**src/verilog/ddm_pkg.sv**
```systemverilog
// Purpose: Shared constants, codes and carriers for the diagnostic output mux
// Assumes: All inputs are synchronous to clk
// Notes:   Select codes and channel codes are fixed by the hardware map
package ddm_pkg;

    // Source select layout
    localparam int SEL_W   = 7;
    localparam int GRP_MSB = 6;
    localparam int GRP_LSB = 4;
    localparam int CH_MSB  = 3;
    localparam int CH_LSB  = 0;
    localparam int ICON_W  = 3;

    // Output configuration codes
    typedef enum logic [1:0] {
        DDM_MODE_PINCTL  = 2'h0,
        DDM_MODE_DIGITAL = 2'h1,
        DDM_MODE_ICON    = 2'h3,
        DDM_MODE_ANALOG  = 2'h2
    } ddm_mode_e;

    // Channel groups
    localparam logic [2:0] GRP_SUPPLY = 3'h0;
    localparam logic [2:0] GRP_CLOCK  = 3'h1;
    localparam logic [2:0] GRP_PROT   = 3'h2;
    localparam logic [2:0] GRP_WARN   = 3'h3;

    // Supply monitor channels
    localparam logic [3:0] CH_INT_REG_UV = 4'h1;
    localparam logic [3:0] CH_BUCK_A_UV  = 4'h7;
    localparam logic [3:0] CH_BUCK_A_OV  = 4'h8;
    localparam logic [3:0] CH_BUCK_B_UV  = 4'h9;
    localparam logic [3:0] CH_BUCK_B_OV  = 4'ha;
    localparam logic [3:0] CH_BOOST_UV   = 4'hb;
    localparam logic [3:0] CH_BOOST_OV   = 4'hc;
    localparam logic [3:0] CH_IO_SUP_OV  = 4'hf;

    // Clock channels
    localparam logic [3:0] CH_SYNC_OUT    = 4'h0;
    localparam logic [3:0] CH_SYS_CLK_SRC = 4'h1;
    localparam logic [3:0] CH_PLL_CLK     = 4'h2;
    localparam logic [3:0] CH_SYNC_IN     = 4'h3;
    localparam logic [3:0] CH_SW_BUCK_A   = 4'h4;
    localparam logic [3:0] CH_SW_BUCK_B   = 4'h5;
    localparam logic [3:0] CH_SW_BOOST    = 4'h7;

    // Protection channels
    localparam logic [3:0] CH_BA_HS_ILIM   = 4'h1;
    localparam logic [3:0] CH_BA_LS_ILIM   = 4'h2;
    localparam logic [3:0] CH_BA_SINK_ILIM = 4'h3;
    localparam logic [3:0] CH_BA_OVP       = 4'h4;
    localparam logic [3:0] CH_BA_OT        = 4'h5;
    localparam logic [3:0] CH_BB_HS_ILIM   = 4'h6;
    localparam logic [3:0] CH_BB_LS_ILIM   = 4'h7;
    localparam logic [3:0] CH_BB_SINK_ILIM = 4'h8;
    localparam logic [3:0] CH_BB_OVP       = 4'h9;
    localparam logic [3:0] CH_BB_OT        = 4'ha;
    localparam logic [3:0] CH_BST_LS_ILIM  = 4'hb;
    localparam logic [3:0] CH_BST_HS_ILIM  = 4'hc;
    localparam logic [3:0] CH_BST_SINK_ILIM = 4'hd;
    localparam logic [3:0] CH_BST_OVP      = 4'he;
    localparam logic [3:0] CH_BST_OT       = 4'hf;

    // Warning channels
    localparam logic [3:0] CH_WARN_BUCK_A = 4'h1;
    localparam logic [3:0] CH_WARN_BUCK_B = 4'h2;
    localparam logic [3:0] CH_WARN_BOOST  = 4'h3;

    // Interconnect select codes
    localparam logic [2:0] ICON_MCU_ERR = 3'h0;
    localparam logic [2:0] ICON_NCS     = 3'h1;
    localparam logic [2:0] ICON_SDI     = 3'h2;
    localparam logic [2:0] ICON_SCK     = 3'h3;
    localparam logic [2:0] ICON_SDO     = 3'h7;

    // Reset values
    localparam logic PIN_RST = 1'b0;
    localparam logic OE_RST  = 1'b0;

    typedef struct packed {
        logic int_reg_uv;
        logic buck_a_uv;
        logic buck_a_ov;
        logic buck_b_uv;
        logic buck_b_ov;
        logic boost_uv;
        logic boost_ov;
        logic io_sup_ov;
    } ddm_supply_s;

    typedef struct packed {
        logic sync_out;
        logic sys_clk_src;
        logic pll_clk;
        logic sync_in;
        logic sw_buck_a;
        logic sw_buck_b;
        logic sw_boost;
    } ddm_clock_s;

    typedef struct packed {
        logic ba_hs_ilim;
        logic ba_ls_ilim;
        logic ba_sink_ilim;
        logic ba_ovp;
        logic ba_ot;
        logic bb_hs_ilim;
        logic bb_ls_ilim;
        logic bb_sink_ilim;
        logic bb_ovp;
        logic bb_ot;
        logic bst_ls_ilim;
        logic bst_hs_ilim;
        logic bst_sink_ilim;
        logic bst_ovp;
        logic bst_ot;
    } ddm_prot_s;

    typedef struct packed {
        logic buck_a;
        logic buck_b;
        logic boost;
    } ddm_warn_s;

    typedef struct packed {
        ddm_supply_s supply;
        ddm_clock_s  clock;
        ddm_prot_s   prot;
        ddm_warn_s   warn;
    } ddm_dsig_s;

    typedef struct packed {
        logic mcu_err;
        logic ncs;
        logic sdi;
        logic sck;
        logic sdo_in;
    } ddm_pins_s;

    typedef struct packed {
        logic [SEL_W-1:0]  diag_source_select;
        ddm_mode_e         output_config_field;
        logic              pin_level_bit;
        logic              output_enable_bit;
        logic [ICON_W-1:0] interconnect_select;
        logic              sdo_level_bit;
    } ddm_ctrl_s;

    function automatic logic [2:0] sel_group(input logic [SEL_W-1:0] sel);
        sel_group = sel[GRP_MSB:GRP_LSB];
    endfunction

    function automatic logic [3:0] sel_chan(input logic [SEL_W-1:0] sel);
        sel_chan = sel[CH_MSB:CH_LSB];
    endfunction

endpackage

```
**src/verilog/ddm_dmux_decode.sv**
```systemverilog
// Purpose: Decode group and channel into one internal digital source
// Assumes: Pure combinational, registered by the caller
// Notes:   Every unmapped code yields logic 0 and raises the reserved flag
`timescale 1ns/1ps
module ddm_dmux_decode (
    // Selection
    input  wire logic [ddm_pkg::SEL_W-1:0] sel,
    // Internal signals
    input  wire ddm_pkg::ddm_dsig_s        dsig,
    // Result
    output logic                           src,
    output logic                           reserved
);
    import ddm_pkg::*;

    logic [2:0] grp;
    logic [3:0] ch;

    always_comb begin
        grp      = sel_group(sel);
        ch       = sel_chan(sel);
        src      = 1'b0;
        reserved = 1'b0;
        case (grp)
            GRP_SUPPLY: begin
                case (ch)
                    CH_INT_REG_UV: src = dsig.supply.int_reg_uv;
                    CH_BUCK_A_UV:  src = dsig.supply.buck_a_uv;
                    CH_BUCK_A_OV:  src = dsig.supply.buck_a_ov;
                    CH_BUCK_B_UV:  src = dsig.supply.buck_b_uv;
                    CH_BUCK_B_OV:  src = dsig.supply.buck_b_ov;
                    CH_BOOST_UV:   src = dsig.supply.boost_uv;
                    CH_BOOST_OV:   src = dsig.supply.boost_ov;
                    CH_IO_SUP_OV:  src = dsig.supply.io_sup_ov;
                    default:       reserved = 1'b1;
                endcase
            end
            GRP_CLOCK: begin
                case (ch)
                    CH_SYNC_OUT:    src = dsig.clock.sync_out;
                    CH_SYS_CLK_SRC: src = dsig.clock.sys_clk_src;
                    CH_PLL_CLK:     src = dsig.clock.pll_clk;
                    CH_SYNC_IN:     src = dsig.clock.sync_in;
                    CH_SW_BUCK_A:   src = dsig.clock.sw_buck_a;
                    CH_SW_BUCK_B:   src = dsig.clock.sw_buck_b;
                    CH_SW_BOOST:    src = dsig.clock.sw_boost;
                    default:        reserved = 1'b1;
                endcase
            end
            GRP_PROT: begin
                case (ch)
                    CH_BA_HS_ILIM:    src = dsig.prot.ba_hs_ilim;
                    CH_BA_LS_ILIM:    src = dsig.prot.ba_ls_ilim;
                    CH_BA_SINK_ILIM:  src = dsig.prot.ba_sink_ilim;
                    CH_BA_OVP:        src = dsig.prot.ba_ovp;
                    CH_BA_OT:         src = dsig.prot.ba_ot;
                    CH_BB_HS_ILIM:    src = dsig.prot.bb_hs_ilim;
                    CH_BB_LS_ILIM:    src = dsig.prot.bb_ls_ilim;
                    CH_BB_SINK_ILIM:  src = dsig.prot.bb_sink_ilim;
                    CH_BB_OVP:        src = dsig.prot.bb_ovp;
                    CH_BB_OT:         src = dsig.prot.bb_ot;
                    CH_BST_LS_ILIM:   src = dsig.prot.bst_ls_ilim;
                    CH_BST_HS_ILIM:   src = dsig.prot.bst_hs_ilim;
                    CH_BST_SINK_ILIM: src = dsig.prot.bst_sink_ilim;
                    CH_BST_OVP:       src = dsig.prot.bst_ovp;
                    CH_BST_OT:        src = dsig.prot.bst_ot;
                    default:          reserved = 1'b1;
                endcase
            end
            GRP_WARN: begin
                case (ch)
                    CH_WARN_BUCK_A: src = dsig.warn.buck_a;
                    CH_WARN_BUCK_B: src = dsig.warn.buck_b;
                    CH_WARN_BOOST:  src = dsig.warn.boost;
                    default:        reserved = 1'b1;
                endcase
            end
            default: reserved = 1'b1;
        endcase
    end

endmodule // ddm_dmux_decode

```
**src/verilog/ddm_icon_route.sv**
```systemverilog
// Purpose: Pick the interconnect pin looped back to the diagnostic pin
// Assumes: Pins are already synchronous to clk
// Notes:   Codes 100b to 110b are unmapped and give logic 0
`timescale 1ns/1ps
module ddm_icon_route (
    // Selection
    input  wire logic [ddm_pkg::ICON_W-1:0] icon_sel,
    // Sensed pins
    input  wire ddm_pkg::ddm_pins_s         pins,
    // Result
    output logic                            src,
    output logic                            sdo_sel
);
    import ddm_pkg::*;

    always_comb begin
        src     = 1'b0;
        sdo_sel = 1'b0;
        case (icon_sel)
            ICON_MCU_ERR: src = pins.mcu_err;
            ICON_NCS:     src = pins.ncs;
            ICON_SDI:     src = pins.sdi;
            ICON_SCK:     src = pins.sck;
            ICON_SDO: begin
                src     = pins.sdo_in;
                sdo_sel = 1'b1;
            end
            default:      src = 1'b0;
        endcase
    end

endmodule // ddm_icon_route

```
**src/verilog/ddm_diag_mux.sv**
```systemverilog
// Purpose: Diagnostic output pin multiplexer, digital side
// Assumes: Control fields held by the SPI register block, synchronous inputs
// Notes:   Every pin-facing output is registered, so a change lands one edge later
`timescale 1ns/1ps

//Contract
// - Decode group and channel; reserved codes give 0
// - Group 000b routes supply monitor comparators
// - Group 001b routes sync and PLL clocks
// - Group 001b code 0001b routes system clock
// - Group 001b routes switching clocks; 0110b zero
// - Groups 010b, 011b route protection and warnings
// - Sink current limits on 0011b, 1000b, 1101b
// - Overvoltage and overtemperature protection code placement
// - Mode 00b drives pin from level bit
// - Mode 11b loops a digital input pin
// - Interconnect select picks error, select, data, clock
// - Serial output buffer follows control bit D6
// - Serial pin input buffer shown on pin
// - Mode 01b digital, 10b analog buffer
// - Enable cleared puts pin in high impedance
module ddm_diag_mux (
    // Clock and reset
    input  wire logic               clk,
    input  wire logic               sys_rst,
    // Control fields
    input  wire ddm_pkg::ddm_ctrl_s ctrl,
    // Internal digital sources
    input  wire ddm_pkg::ddm_dsig_s dsig,
    // Sensed interconnect pins
    input  wire ddm_pkg::ddm_pins_s pins,
    // Serial data from the SPI engine
    input  wire logic               spi_sdo_data,
    input  wire logic               spi_sdo_oe,
    // Diagnostic output pin
    output logic                    diag_output_pin_o,
    output logic                    diag_output_pin_oe,
    // Serial data output pin
    output logic                    sdo_pad_o,
    output logic                    sdo_pad_oe,
    // Buffer enables and status
    output logic                    analog_buf_en,
    output logic                    sdo_check_active,
    output logic                    reserved_sel,
    output logic                    supply_cut
);
    import ddm_pkg::*;

    logic dmux_src;
    logic dmux_rsv;
    logic icon_src;
    logic icon_sdo;
    logic sdo_check;

    logic pin_r;
    logic pin_nxt;
    logic oe_r;
    logic oe_nxt;
    logic sdo_r;
    logic sdo_nxt;
    logic sdo_oe_r;
    logic sdo_oe_nxt;
    logic abuf_r;
    logic abuf_nxt;
    logic chk_r;
    logic chk_nxt;
    logic rsv_r;
    logic rsv_nxt;
    logic cut_r;
    logic cut_nxt;

    ddm_dmux_decode u_dmux (
        .sel      (ctrl.diag_source_select),
        .dsig     (dsig),
        .src      (dmux_src),
        .reserved (dmux_rsv)
    );

    ddm_icon_route u_icon (
        .icon_sel (ctrl.interconnect_select),
        .pins     (pins),
        .src      (icon_src),
        .sdo_sel  (icon_sdo)
    );

    // Output check only while the host keeps the select pin high
    assign sdo_check = (ctrl.output_config_field == DDM_MODE_ICON) && icon_sdo
                       && pins.ncs;

    always_comb begin
        pin_nxt    = 1'b0;
        oe_nxt     = 1'b0;
        abuf_nxt   = 1'b0;
        rsv_nxt    = 1'b0;
        chk_nxt    = sdo_check;
        cut_nxt    = dsig.supply.io_sup_ov;
        sdo_nxt    = spi_sdo_data;
        sdo_oe_nxt = spi_sdo_oe;
        if (sdo_check) begin
            sdo_nxt    = ctrl.sdo_level_bit;
            sdo_oe_nxt = 1'b1;
        end
        case (ctrl.output_config_field)
            DDM_MODE_PINCTL: begin
                pin_nxt = ctrl.pin_level_bit;
                oe_nxt  = 1'b1;
            end
            DDM_MODE_DIGITAL: begin
                pin_nxt = dmux_src;
                rsv_nxt = dmux_rsv;
                oe_nxt  = 1'b1;
            end
            DDM_MODE_ANALOG: begin
                abuf_nxt = 1'b1;
                oe_nxt   = 1'b0;
            end
            DDM_MODE_ICON: begin
                pin_nxt = icon_src;
                oe_nxt  = 1'b1;
            end
            default: begin
                pin_nxt = 1'b0;
                oe_nxt  = 1'b0;
            end
        endcase
        // Both buffers lose supply on an I/O overvoltage
        if (!ctrl.output_enable_bit || dsig.supply.io_sup_ov) begin
            oe_nxt   = 1'b0;
            abuf_nxt = 1'b0;
        end
        // Park the level low while undriven to avoid a stale value at re-enable
        if (!oe_nxt) begin
            pin_nxt = 1'b0;
        end
    end

    // Single register stage keeps the update latency fixed at one edge
    always_ff @(posedge clk or posedge sys_rst) begin
        if (sys_rst) begin
            pin_r    <= PIN_RST;
            oe_r     <= OE_RST;
            sdo_r    <= PIN_RST;
            sdo_oe_r <= OE_RST;
            abuf_r   <= OE_RST;
            chk_r    <= 1'b0;
            rsv_r    <= 1'b0;
            cut_r    <= 1'b0;
        end else begin
            pin_r    <= pin_nxt;
            oe_r     <= oe_nxt;
            sdo_r    <= sdo_nxt;
            sdo_oe_r <= sdo_oe_nxt;
            abuf_r   <= abuf_nxt;
            chk_r    <= chk_nxt;
            rsv_r    <= rsv_nxt;
            cut_r    <= cut_nxt;
        end
    end

    assign diag_output_pin_o  = pin_r;
    assign diag_output_pin_oe = oe_r;
    assign sdo_pad_o          = sdo_r;
    assign sdo_pad_oe         = sdo_oe_r;
    assign analog_buf_en      = abuf_r;
    assign sdo_check_active   = chk_r;
    assign reserved_sel       = rsv_r;
    assign supply_cut         = cut_r;

endmodule // ddm_diag_mux

```
**config.mk**
```make
export PLATFORM = sky130hd
export DESIGN_NAME = ddm_diag_mux
export DESIGN_NICKNAME = d
export VERILOG_FILES = /design/src/verilog/ddm_pkg.sv /design/src/verilog/ddm_dmux_decode.sv /design/src/verilog/ddm_icon_route.sv /design/src/verilog/ddm_diag_mux.sv
export SDC_FILE = /design/constraint.sdc
export NUM_CORES = 1
export LEC_CHECK = 0
export BUFFER_PORTS_ARGS = -buffer_cell sky130_fd_sc_hd__buf_2
export CORE_UTILIZATION = 40
export CTS_BUF_LIST = sky130_fd_sc_hd__clkbuf_16
export DETAILED_ROUTE_END_ITERATION = 10
export PLACE_DENSITY = 0.79
export SLEW_MARGIN = 10
export SYNTH_ARGS = -nofsm -noshare
export SYNTH_HDL_FRONTEND = slang
export SYNTH_HIERARCHICAL = 1
export SYNTH_SLANG_ARGS = --single-unit
```
**constraint.sdc**
```tcl
create_clock -name clk -period 0.8 [get_ports clk]
set_clock_uncertainty 0.2 [all_clocks]
set_input_delay 0 -clock clk [delete_from_list [all_inputs] [get_ports clk]]
set_output_delay 0 -clock clk [all_outputs]
set_load 0.01 [all_outputs]
```
==> results of run 1 <==
flip-flops by register name, summed over array words and instances (netlist names):
register,cells
analog_buf_en,1
sdo_pad_o,1
sdo_check_active,1
supply_cut,1
sdo_pad_oe,1
diag_output_pin_o,1
reserved_sel,1
diag_output_pin_oe,1
cell families after synthesis:
logic type | share of synthesized area [%]
AO/OA/AOI/OAI | 25.36
buffers and inverters | 9.971
flip-flops | 22.79
AND/OR/NAND/NOR | 29.35
multiplexers | 12.53
critical path: cells and delay by family:
family | cells | cell delay [ns]
and+or+nand+nor | 1 | 0.10
AOI/OAI and AO/OA | 4 | 0.94
muxes | 2 | 0.42
buffers and inverters | 2 | 0.28
worst min-delay path by stage:
stage,depth (start not counted),endpoint,slack (ns)
floorplan,1,analog_buf_en$_DFF_PP0_,-0.38
global placement,2,sdo_pad_oe$_DFF_PP0_,-0.26
detailed placement,2,supply_cut$_DFF_PP0_,-0.24
CTS,2,sdo_pad_oe$_DFF_PP0_,-0.22
global route,2,sdo_pad_oe$_DFF_PP0_,-0.21
finish,2,sdo_pad_oe$_DFF_PP0_,-0.21
power breakdown:
group	switching [mW]	internal [mW]
Combinational	0.331	0.407
Clock	0.184	0.643
Sequential	0.00463	0.424
timing repair:
item,in CTS,in global routing
setup endpoints to repair,12,11
resized for setup,26,10
setup buffers,5,4
gates cloned,2,0
pin swaps,6,6
hold endpoints to repair,15,6
cell usage after synthesis, types with 3 or more instances:
cell type	n
sky130_fd_sc_hd__a211oi_1	3
sky130_fd_sc_hd__a21oi_1	5
sky130_fd_sc_hd__a31oi_1	5
sky130_fd_sc_hd__buf_2	4
sky130_fd_sc_hd__buf_6	4
sky130_fd_sc_hd__dfrtp_1	8
sky130_fd_sc_hd__inv_1	5
sky130_fd_sc_hd__mux2_2	3
sky130_fd_sc_hd__mux2i_1	5
sky130_fd_sc_hd__nand2_1	6
sky130_fd_sc_hd__nand3_1	4
sky130_fd_sc_hd__nand3b_1	4
sky130_fd_sc_hd__nor2_1	4
sky130_fd_sc_hd__nor3_1	3
sky130_fd_sc_hd__nor3b_1	3
sky130_fd_sc_hd__o21ai_0	3
per-layer routing:
| metal | GRT usage, % | vias to the layer above |
|---|---|---|
| li1 | - | 595 |
| met1 | 32.44 | 614 |
| met2 | 67.59 | 104 |
| met3 | 6.542 | 31 |
| met4 | 28.43 | 0 |
| met5 | 0 | - |
per-stage QoR:
step                      hold slack [ns]  utilization (%)  total power, mW  instances
after global routing              -0.2116            83.73            2.064        225
final                             -0.2056            83.73            1.995        225
after floorplan                   -0.3843                -           0.7034        104
after detailed placement          -0.2390            69.31           0.9976        213
after global placement            -0.2584            69.31           0.9752        213
after CTS                         -0.2154            82.12            1.935        224
area by class of cell:
type | count | area, um^2
fill | 111 | 329.1
multi-input combinational | 82 | 655.6
tap | 27 | 33.78
sequential | 8 | 200.2
clock buffer | 3 | 75.07
timing repair buffer | 99 | 705.7
inverter | 6 | 22.52
==> results.txt, run 1 <==
The run finished, with violations left. The final reports fail on hold timing, setup timing. Setup repair after global routing could not meet its margin everywhere. For this block, the initial DRC count from the detailed router was 51. The logs give 1 for the H-tree level count and 1 for the number of buffers inserted for hold repair after clock tree synthesis. The share of the Yosys chip area taken by registers is 22.79%.

The worst path uses 232.3% of the clock period. Total number of clock tree sinks: 8. Once the floorplan was initialized, standard cells occupied 43.44% of the core.

The synthesized design contains 0 enable-type register cells. The tools report the source of the worst hold timing path as spi_sdo_oe. The synthesized netlist contains 47 unique library cells. Yosys printed 6 warnings. The number of diodes is 0. The startpoint of the most critical setup path is ctrl[8]. Dominant cell type by area after synthesis: sky130_fd_sc_hd__dfrtp_1. Among all flip-flop cells after synthesis, the most frequent one is sky130_fd_sc_hd__dfrtp_1. The worst hold margin was -0.2056 ns. The async set-or-reset flop fraction in the synthesized netlist is 100.0%, and the leakage power summed over all cells is 0.8665 nW. The summed negative setup slack over all endpoints was -2.506 ns; the overall die area was 0.002387 mm^2. The detailed-router iteration count before antenna repair is 4. The achievable frequency was 538.1 MHz; the total power density per cell area was 1178 mW/mm^2.

Area of the core: 0.002022 mm^2. The cell sitting at the root of the clock tree is a sky130_fd_sc_hd__clkbuf_16. Remaining antenna violation count after routing: 0. The signal on the critical path passes through buf_4, buf_4, mux2i_2, nor4_1, a31oi_1, a31oi_1, a2111o_1, mux2i_1, a211oi_2. Clock-pin slew was measured on the worst setup and hold paths at 0.04 ns.

The path class of the tightest hold or removal check is input port to flip-flop. The count of input and output buffers was 64; the synthesized instance count was 104. The tools report the final hold violation count as 7. Global routing used 35.53% of the available tracks across all layers.

The summed instance area of the synthesized netlist was 878.3 um^2; the area growth from synthesis to final layout was 92.73%. The highest layer touched by signal routing is met4. Slowest stage cell on the critical path: sky130_fd_sc_hd__a2111o_1. Dividing the synthesized area by the synthesized cell count gives 8.446 um^2. Setup violations remaining at the end of the flow were counted as 11. Headroom to the max-slew limit came out at 68.53%. Yosys attributes the largest share of cell area to sky130_fd_sc_hd__dfrtp_1 23%, sky130_fd_sc_hd__mux2i_1 5.7%, sky130_fd_sc_hd__buf_6 5.1%, sky130_fd_sc_hd__mux2_2 3.8%, sky130_fd_sc_hd__a31oi_1 3.6%.

The run gives 6354 um as the first-pass GRT wire length. Entering global routing, the biggest net connects 11 pins. The largest incremental delay on the critical path is 0.43 ns, and the overflow left after global routing is 0. IR analysis of the VDD net gives a maximum drop of 1.049 mV. In the detailed route, the total length drawn on met2 is 2290 um. The initialized floorplan defines 16 standard-cell rows. Final worst setup slack: -1.058 ns.

In the layout the commonest cells are 57 x sky130_fd_sc_hd__buf_2, 27 x sky130_fd_sc_hd__buf_4, 8 x sky130_fd_sc_hd__dfrtp_1, 8 x sky130_fd_sc_hd__buf_6, 6 x sky130_fd_sc_hd__nand2_1. For the amount of wire on met3 after detailed routing, the log shows 343 um. TritonCTS built the clock tree. The die is 48.86 um tall. For the met1 wire length, the log shows 1454 um.

65 I/O pins were placed. Routed via count: 1344. The library cell used most frequently in the layout, excluding fill and tap cells, is sky130_fd_sc_hd__buf_2.

Summed over all nets, the half-perimeter wirelength after detailed placement is 2339 um. The run gives 4397 um as the final wirelength. The number of antenna violations at the first check in global routing was 0.

In the routed design, unresolved DRC markers number 0. The critical path ends at diag_output_pin_o$_DFF_PP0_. Synthesis inferred 8 register bits.

The logs give 0 for the total of max-cap violations and 2 for the maximum number of buffers from clock root to sink. The kind of capture point of the worst setup path was a flip-flop. Of the cells placed in the final design, the portion with a size suffix greater than 1 is 60.10%. Of the post-synthesis cell area, the dominant cell type holds 22.79%. Subtracting the final worst setup slack from the clock period gives 1.858 ns. Worst path arrival time: 1.75 ns.

Using the TritonRoute via totals, the vias-per-cell ratio works out to 5.973. Counting every net in the synthesized netlist gives 161. In this run the worst path has a maximum fanout of 9. With fillers left out, the area of the finished cells amounts to 0.001693 mm^2. For the total clock buffers created by CTS, the log shows 3. The width of the chip was 48.86 um; the final number of max-transition violations was 0. The logs give 0.69 ns for the required time at the endpoint of the critical path and -1.171 ns for the placement-stage worst setup slack. The setup path with the least slack is of type input port to flip-flop. The post-detailed-route wirelength per cell is 19.54 um. The worst setup path is launched from an input port. For this run, the post-layout net count is 257. For the final weighted congestion in routability-driven placement, the log shows 0.8972. Once placement finished, the instance area stood at 0.001401 mm^2.

The number of global-route vias before repair was 1389. For the pin with the worst max-slew slack, the measured transition is 0.4678 ns.
(Power assumes the default switching activity.)
==> run 2: changes to the inputs <==
--- a/config.mk
+++ b/config.mk
@@ -6,10 +6,11 @@
 export NUM_CORES = 1
 export LEC_CHECK = 0
 export BUFFER_PORTS_ARGS = -buffer_cell sky130_fd_sc_hd__buf_2
+export CORE_MARGIN = 5
 export CORE_UTILIZATION = 40
 export CTS_BUF_LIST = sky130_fd_sc_hd__clkbuf_16
 export DETAILED_ROUTE_END_ITERATION = 10
-export PLACE_DENSITY = 0.79
+export PLACE_DENSITY = 0.78
 export SLEW_MARGIN = 10
 export SYNTH_ARGS = -nofsm -noshare
 export SYNTH_HDL_FRONTEND = slang
==> run 2 against run 1 <==
  * The run still ends with hold timing, setup timing left
  * Core utilization increased by 0.14 points
  * Cell count increased by 1.8%
  * Worst setup slack improved by 0.23 ns
  * Maximum frequency increased by 14%
  * Count of clock-buffer cells in the layout unchanged
  * First-iteration DRC count decreased by 22%
  * Cell area increased by 6.4%
  * Non-clock buffer count increased by 3
  * Clock power increased by 1%
  * Critical path depth increased by 1
  * Combinational power increased by 4.6%
  * Sequential share of layout area decreased by 0.71 points
  * Critical path type unchanged
  * Critical endpoint unchanged
  * Highest routed layer unchanged
==> results.txt, run 2 (same netlist as run 1, synthesis figures left out) <==
The logs give 0.9179 nW (+5.9%) for the leakage power summed over all cells and 11 (unchanged) for the number of endpoints failing setup at the final stage. The global-route met3 utilization was 4.368% (-2.2 points). The required time at the endpoint of the critical path is 0.71 ns (+0.02 ns), and the pin slew with the least headroom to its limit is 0.3297 ns (-0.1381 ns).

The summed negative setup slack over all endpoints is -2.261 ns (+0.2457 ns), and the number of placement rows is 17 (+1). The worst path arrival time was 1.54 ns (-0.21 ns). Most used routing layer: met2.

The maximum number of buffers from clock root to sink was 2 (unchanged). The logs give 40.89% (-2.6 points) for the initial core utilization and 1.700 mV (+62%) for the worst IR drop on VDD. The total clock buffers created by CTS came out at 3 (unchanged). Final worst setup slack: -0.8325 ns (+0.2259 ns). TritonCTS built the clock tree. Final wirelength: 4018 um (-8.6%).

The run gives 25.83% (-6.6 points) as the met1 usage in global routing. The worst hold path begins at spi_sdo_oe. The kind of cell with the highest combined delay along the critical path is compound AO/OA/AOI/OAI gates.

The number of buffers inserted for hold repair after clock tree synthesis is 2 (+1), and the total number of clock tree sinks is 8 (unchanged). Relative to the synthesized area, the layout overhead comes to 105.1%. The number of remaining DRC errors came out at 0 (unchanged). The first-pass GRT wire length was 6044 um (-4.9%); the overall die area was 0.003233 mm^2 (+35%). The clock-pin slew on the worst setup and hold paths works out to 0.04 ns (about the same). The most common cell after layout, fill and taps aside was sky130_fd_sc_hd__buf_2. The H-tree level count was 1 (unchanged). In the layout the commonest cells are 55 x sky130_fd_sc_hd__buf_2, 26 x sky130_fd_sc_hd__buf_4, 10 x sky130_fd_sc_hd__buf_6, 8 x sky130_fd_sc_hd__dfrtp_1, 6 x sky130_fd_sc_hd__nand2_1. Setup repair after global routing could not meet its margin everywhere.

The largest incremental delay on the critical path is 0.30 ns (-0.13 ns). The run gives 0 (unchanged) as the final number of max-transition violations. Count of input and output buffers: 64 (unchanged). The logs give 0 (unchanged) for the total of max-cap violations and 0 (unchanged) for the overflow left after global routing. The width of the chip is 56.86 um (+16%), and the achievable frequency is 612.5 MHz (+14%). The startpoint kind of the worst setup timing path is an input port.

The number of diodes is 0 (unchanged), and the final cell count without fillers is 229 (+1.8%). The number of antenna violations at the first check in global routing was 0 (unchanged); the count of boundary I/O pins was 65 (unchanged). The post-route clock period utilization was 204.1% (-28 points); the final hold violation count was 8 (+1). The post-detailed-route wirelength per cell was 17.55 um (-10%). The run gives 14 (+3) as the largest net degree at the start of global routing. The cell count after placement was 214 (+0.47%). The detailed-router iteration count before antenna repair came out at 5 (+1). The buffer and inverter count on the worst path was 4 (+2). The critical path is of the input port to flip-flop type.

For hold timing, the worst endpoint is sdo_pad_oe$_DFF_PP0_. The checks that failed: hold timing, setup timing. The global router's overall resource usage is 24.12% (-11 points).

Tracing the worst setup path back leads to its startpoint at ctrl[10]. Global-route met2 utilization: 44.39% (-23 points). Slowest stage cell on the critical path: sky130_fd_sc_hd__a2111o_1. Final period demand of the worst path: 1.633 ns (-0.2259 ns). The logs give 0.8856 (-1.3%) for the final weighted congestion in routability-driven placement and 2579 um (+10%) for the half-perimeter wire length after detailed placement. The worst hold margin came out at -0.2380 ns (-0.03242 ns). The number of nets at the end of the flow is 260 (+1.2%), and the maximum fanout along the worst path is 7 (-2). The number of global-route vias before repair is 1343 (-3.3%). The tools report the clock tree root buffer cell as sky130_fd_sc_hd__clkbuf_16. The routed via count is 1287 (-4.2%), and the proportion of layout cells with a drive suffix above 1 is 61.69% (+1.6 points).

In this run the worst hold path is classified as input port to flip-flop. In this design, the critical path's most frequently occurring cell is sky130_fd_sc_hd__buf_12. The tools report the remaining antenna violation count after routing as 0 (unchanged). The vertical extent of the die is 56.86 um (+16%). The run finished, with violations left. The tools report the area of the core as 0.002148 mm^2 (+6.2%). The number of cells on the worst hold path works out to 2 (unchanged).

The run gives 40 (-22%) as the DRC violation total after the first TritonRoute iteration. Average via count per standard cell: 5.620 (-5.9%). The critical path goes through buf_12, buf_12, buf_6, and3b_2, buf_4, a32oi_1, a21oi_1, a2111o_1, mux2i_1, a211oi_1.

The run gives 77.82% (+9.3 points) as the worst max-slew margin expressed relative to the limit. The overall power consumption is 2.041 mW (+2.3%), and the total power density per cell area is 1133 mW/mm^2 (-3.9%). STA classifies the critical path endpoint as a flip-flop.
[run 2: stage by stage]
step | worst slack [ns] | area (um^2) | utilization, %
2_1_floorplan | -0.8168 | 917.1 | -
3_3_place_gp | -1.004 | 1403 | 65.29
3_5_place_dp | -1.047 | 1403 | 65.29
4_1_cts | -0.7831 | 1664 | 77.46
5_1_grt | -0.9226 | 1802 | 83.87
6_report | -0.8325 | 1802 | 83.87
[run 2: layout make-up]
| cell class | count | area, um^2 |
|---|---|---|
| timing repair buffer | 102 | 778.2 |
| multi-input combinational | 82 | 686.9 |
| fill | 134 | 346.6 |
| sequential | 8 | 200.2 |
| clock buffer | 3 | 75.07 |
| tap | 28 | 35.03 |
| inverter | 6 | 26.28 |
[run 2: worst max-delay path by stage]
stage	to	slack, ns	cells after the start
6_report	diag_output_pin_o$_DFF_PP0_	-0.83	10
5_1_grt	diag_output_pin_o$_DFF_PP0_	-0.92	10
4_1_cts	diag_output_pin_o$_DFF_PP0_	-0.78	9
3_5_place_dp	diag_output_pin_o$_DFF_PP0_	-1.05	8
3_3_place_gp	diag_output_pin_o$_DFF_PP0_	-1.00	8
2_1_floorplan	diag_output_pin_o$_DFF_PP0_	-0.82	8
[run 2: layer usage]
metal	vias up	part of all wire (%)
li1	592	-
met1	592	36
met2	85	51
met3	18	8.5
met4	0	5.0
met5	-	0
[run 2: power by group]
part           total (mW)  leakage [nW]  internal, mW  switching, mW
combinational       0.772         0.778         0.450          0.322
clock               0.840        0.0370         0.644          0.195
sequential          0.429         0.103         0.424        0.00487
[run 2: what timing repair did]
action                     CTS  global route
buffers inserted             7             8
resized for setup           19            35
setup endpoints to repair   12            22
hold endpoints to repair    16             8
gates cloned                 1             0
pin swaps                    7            12
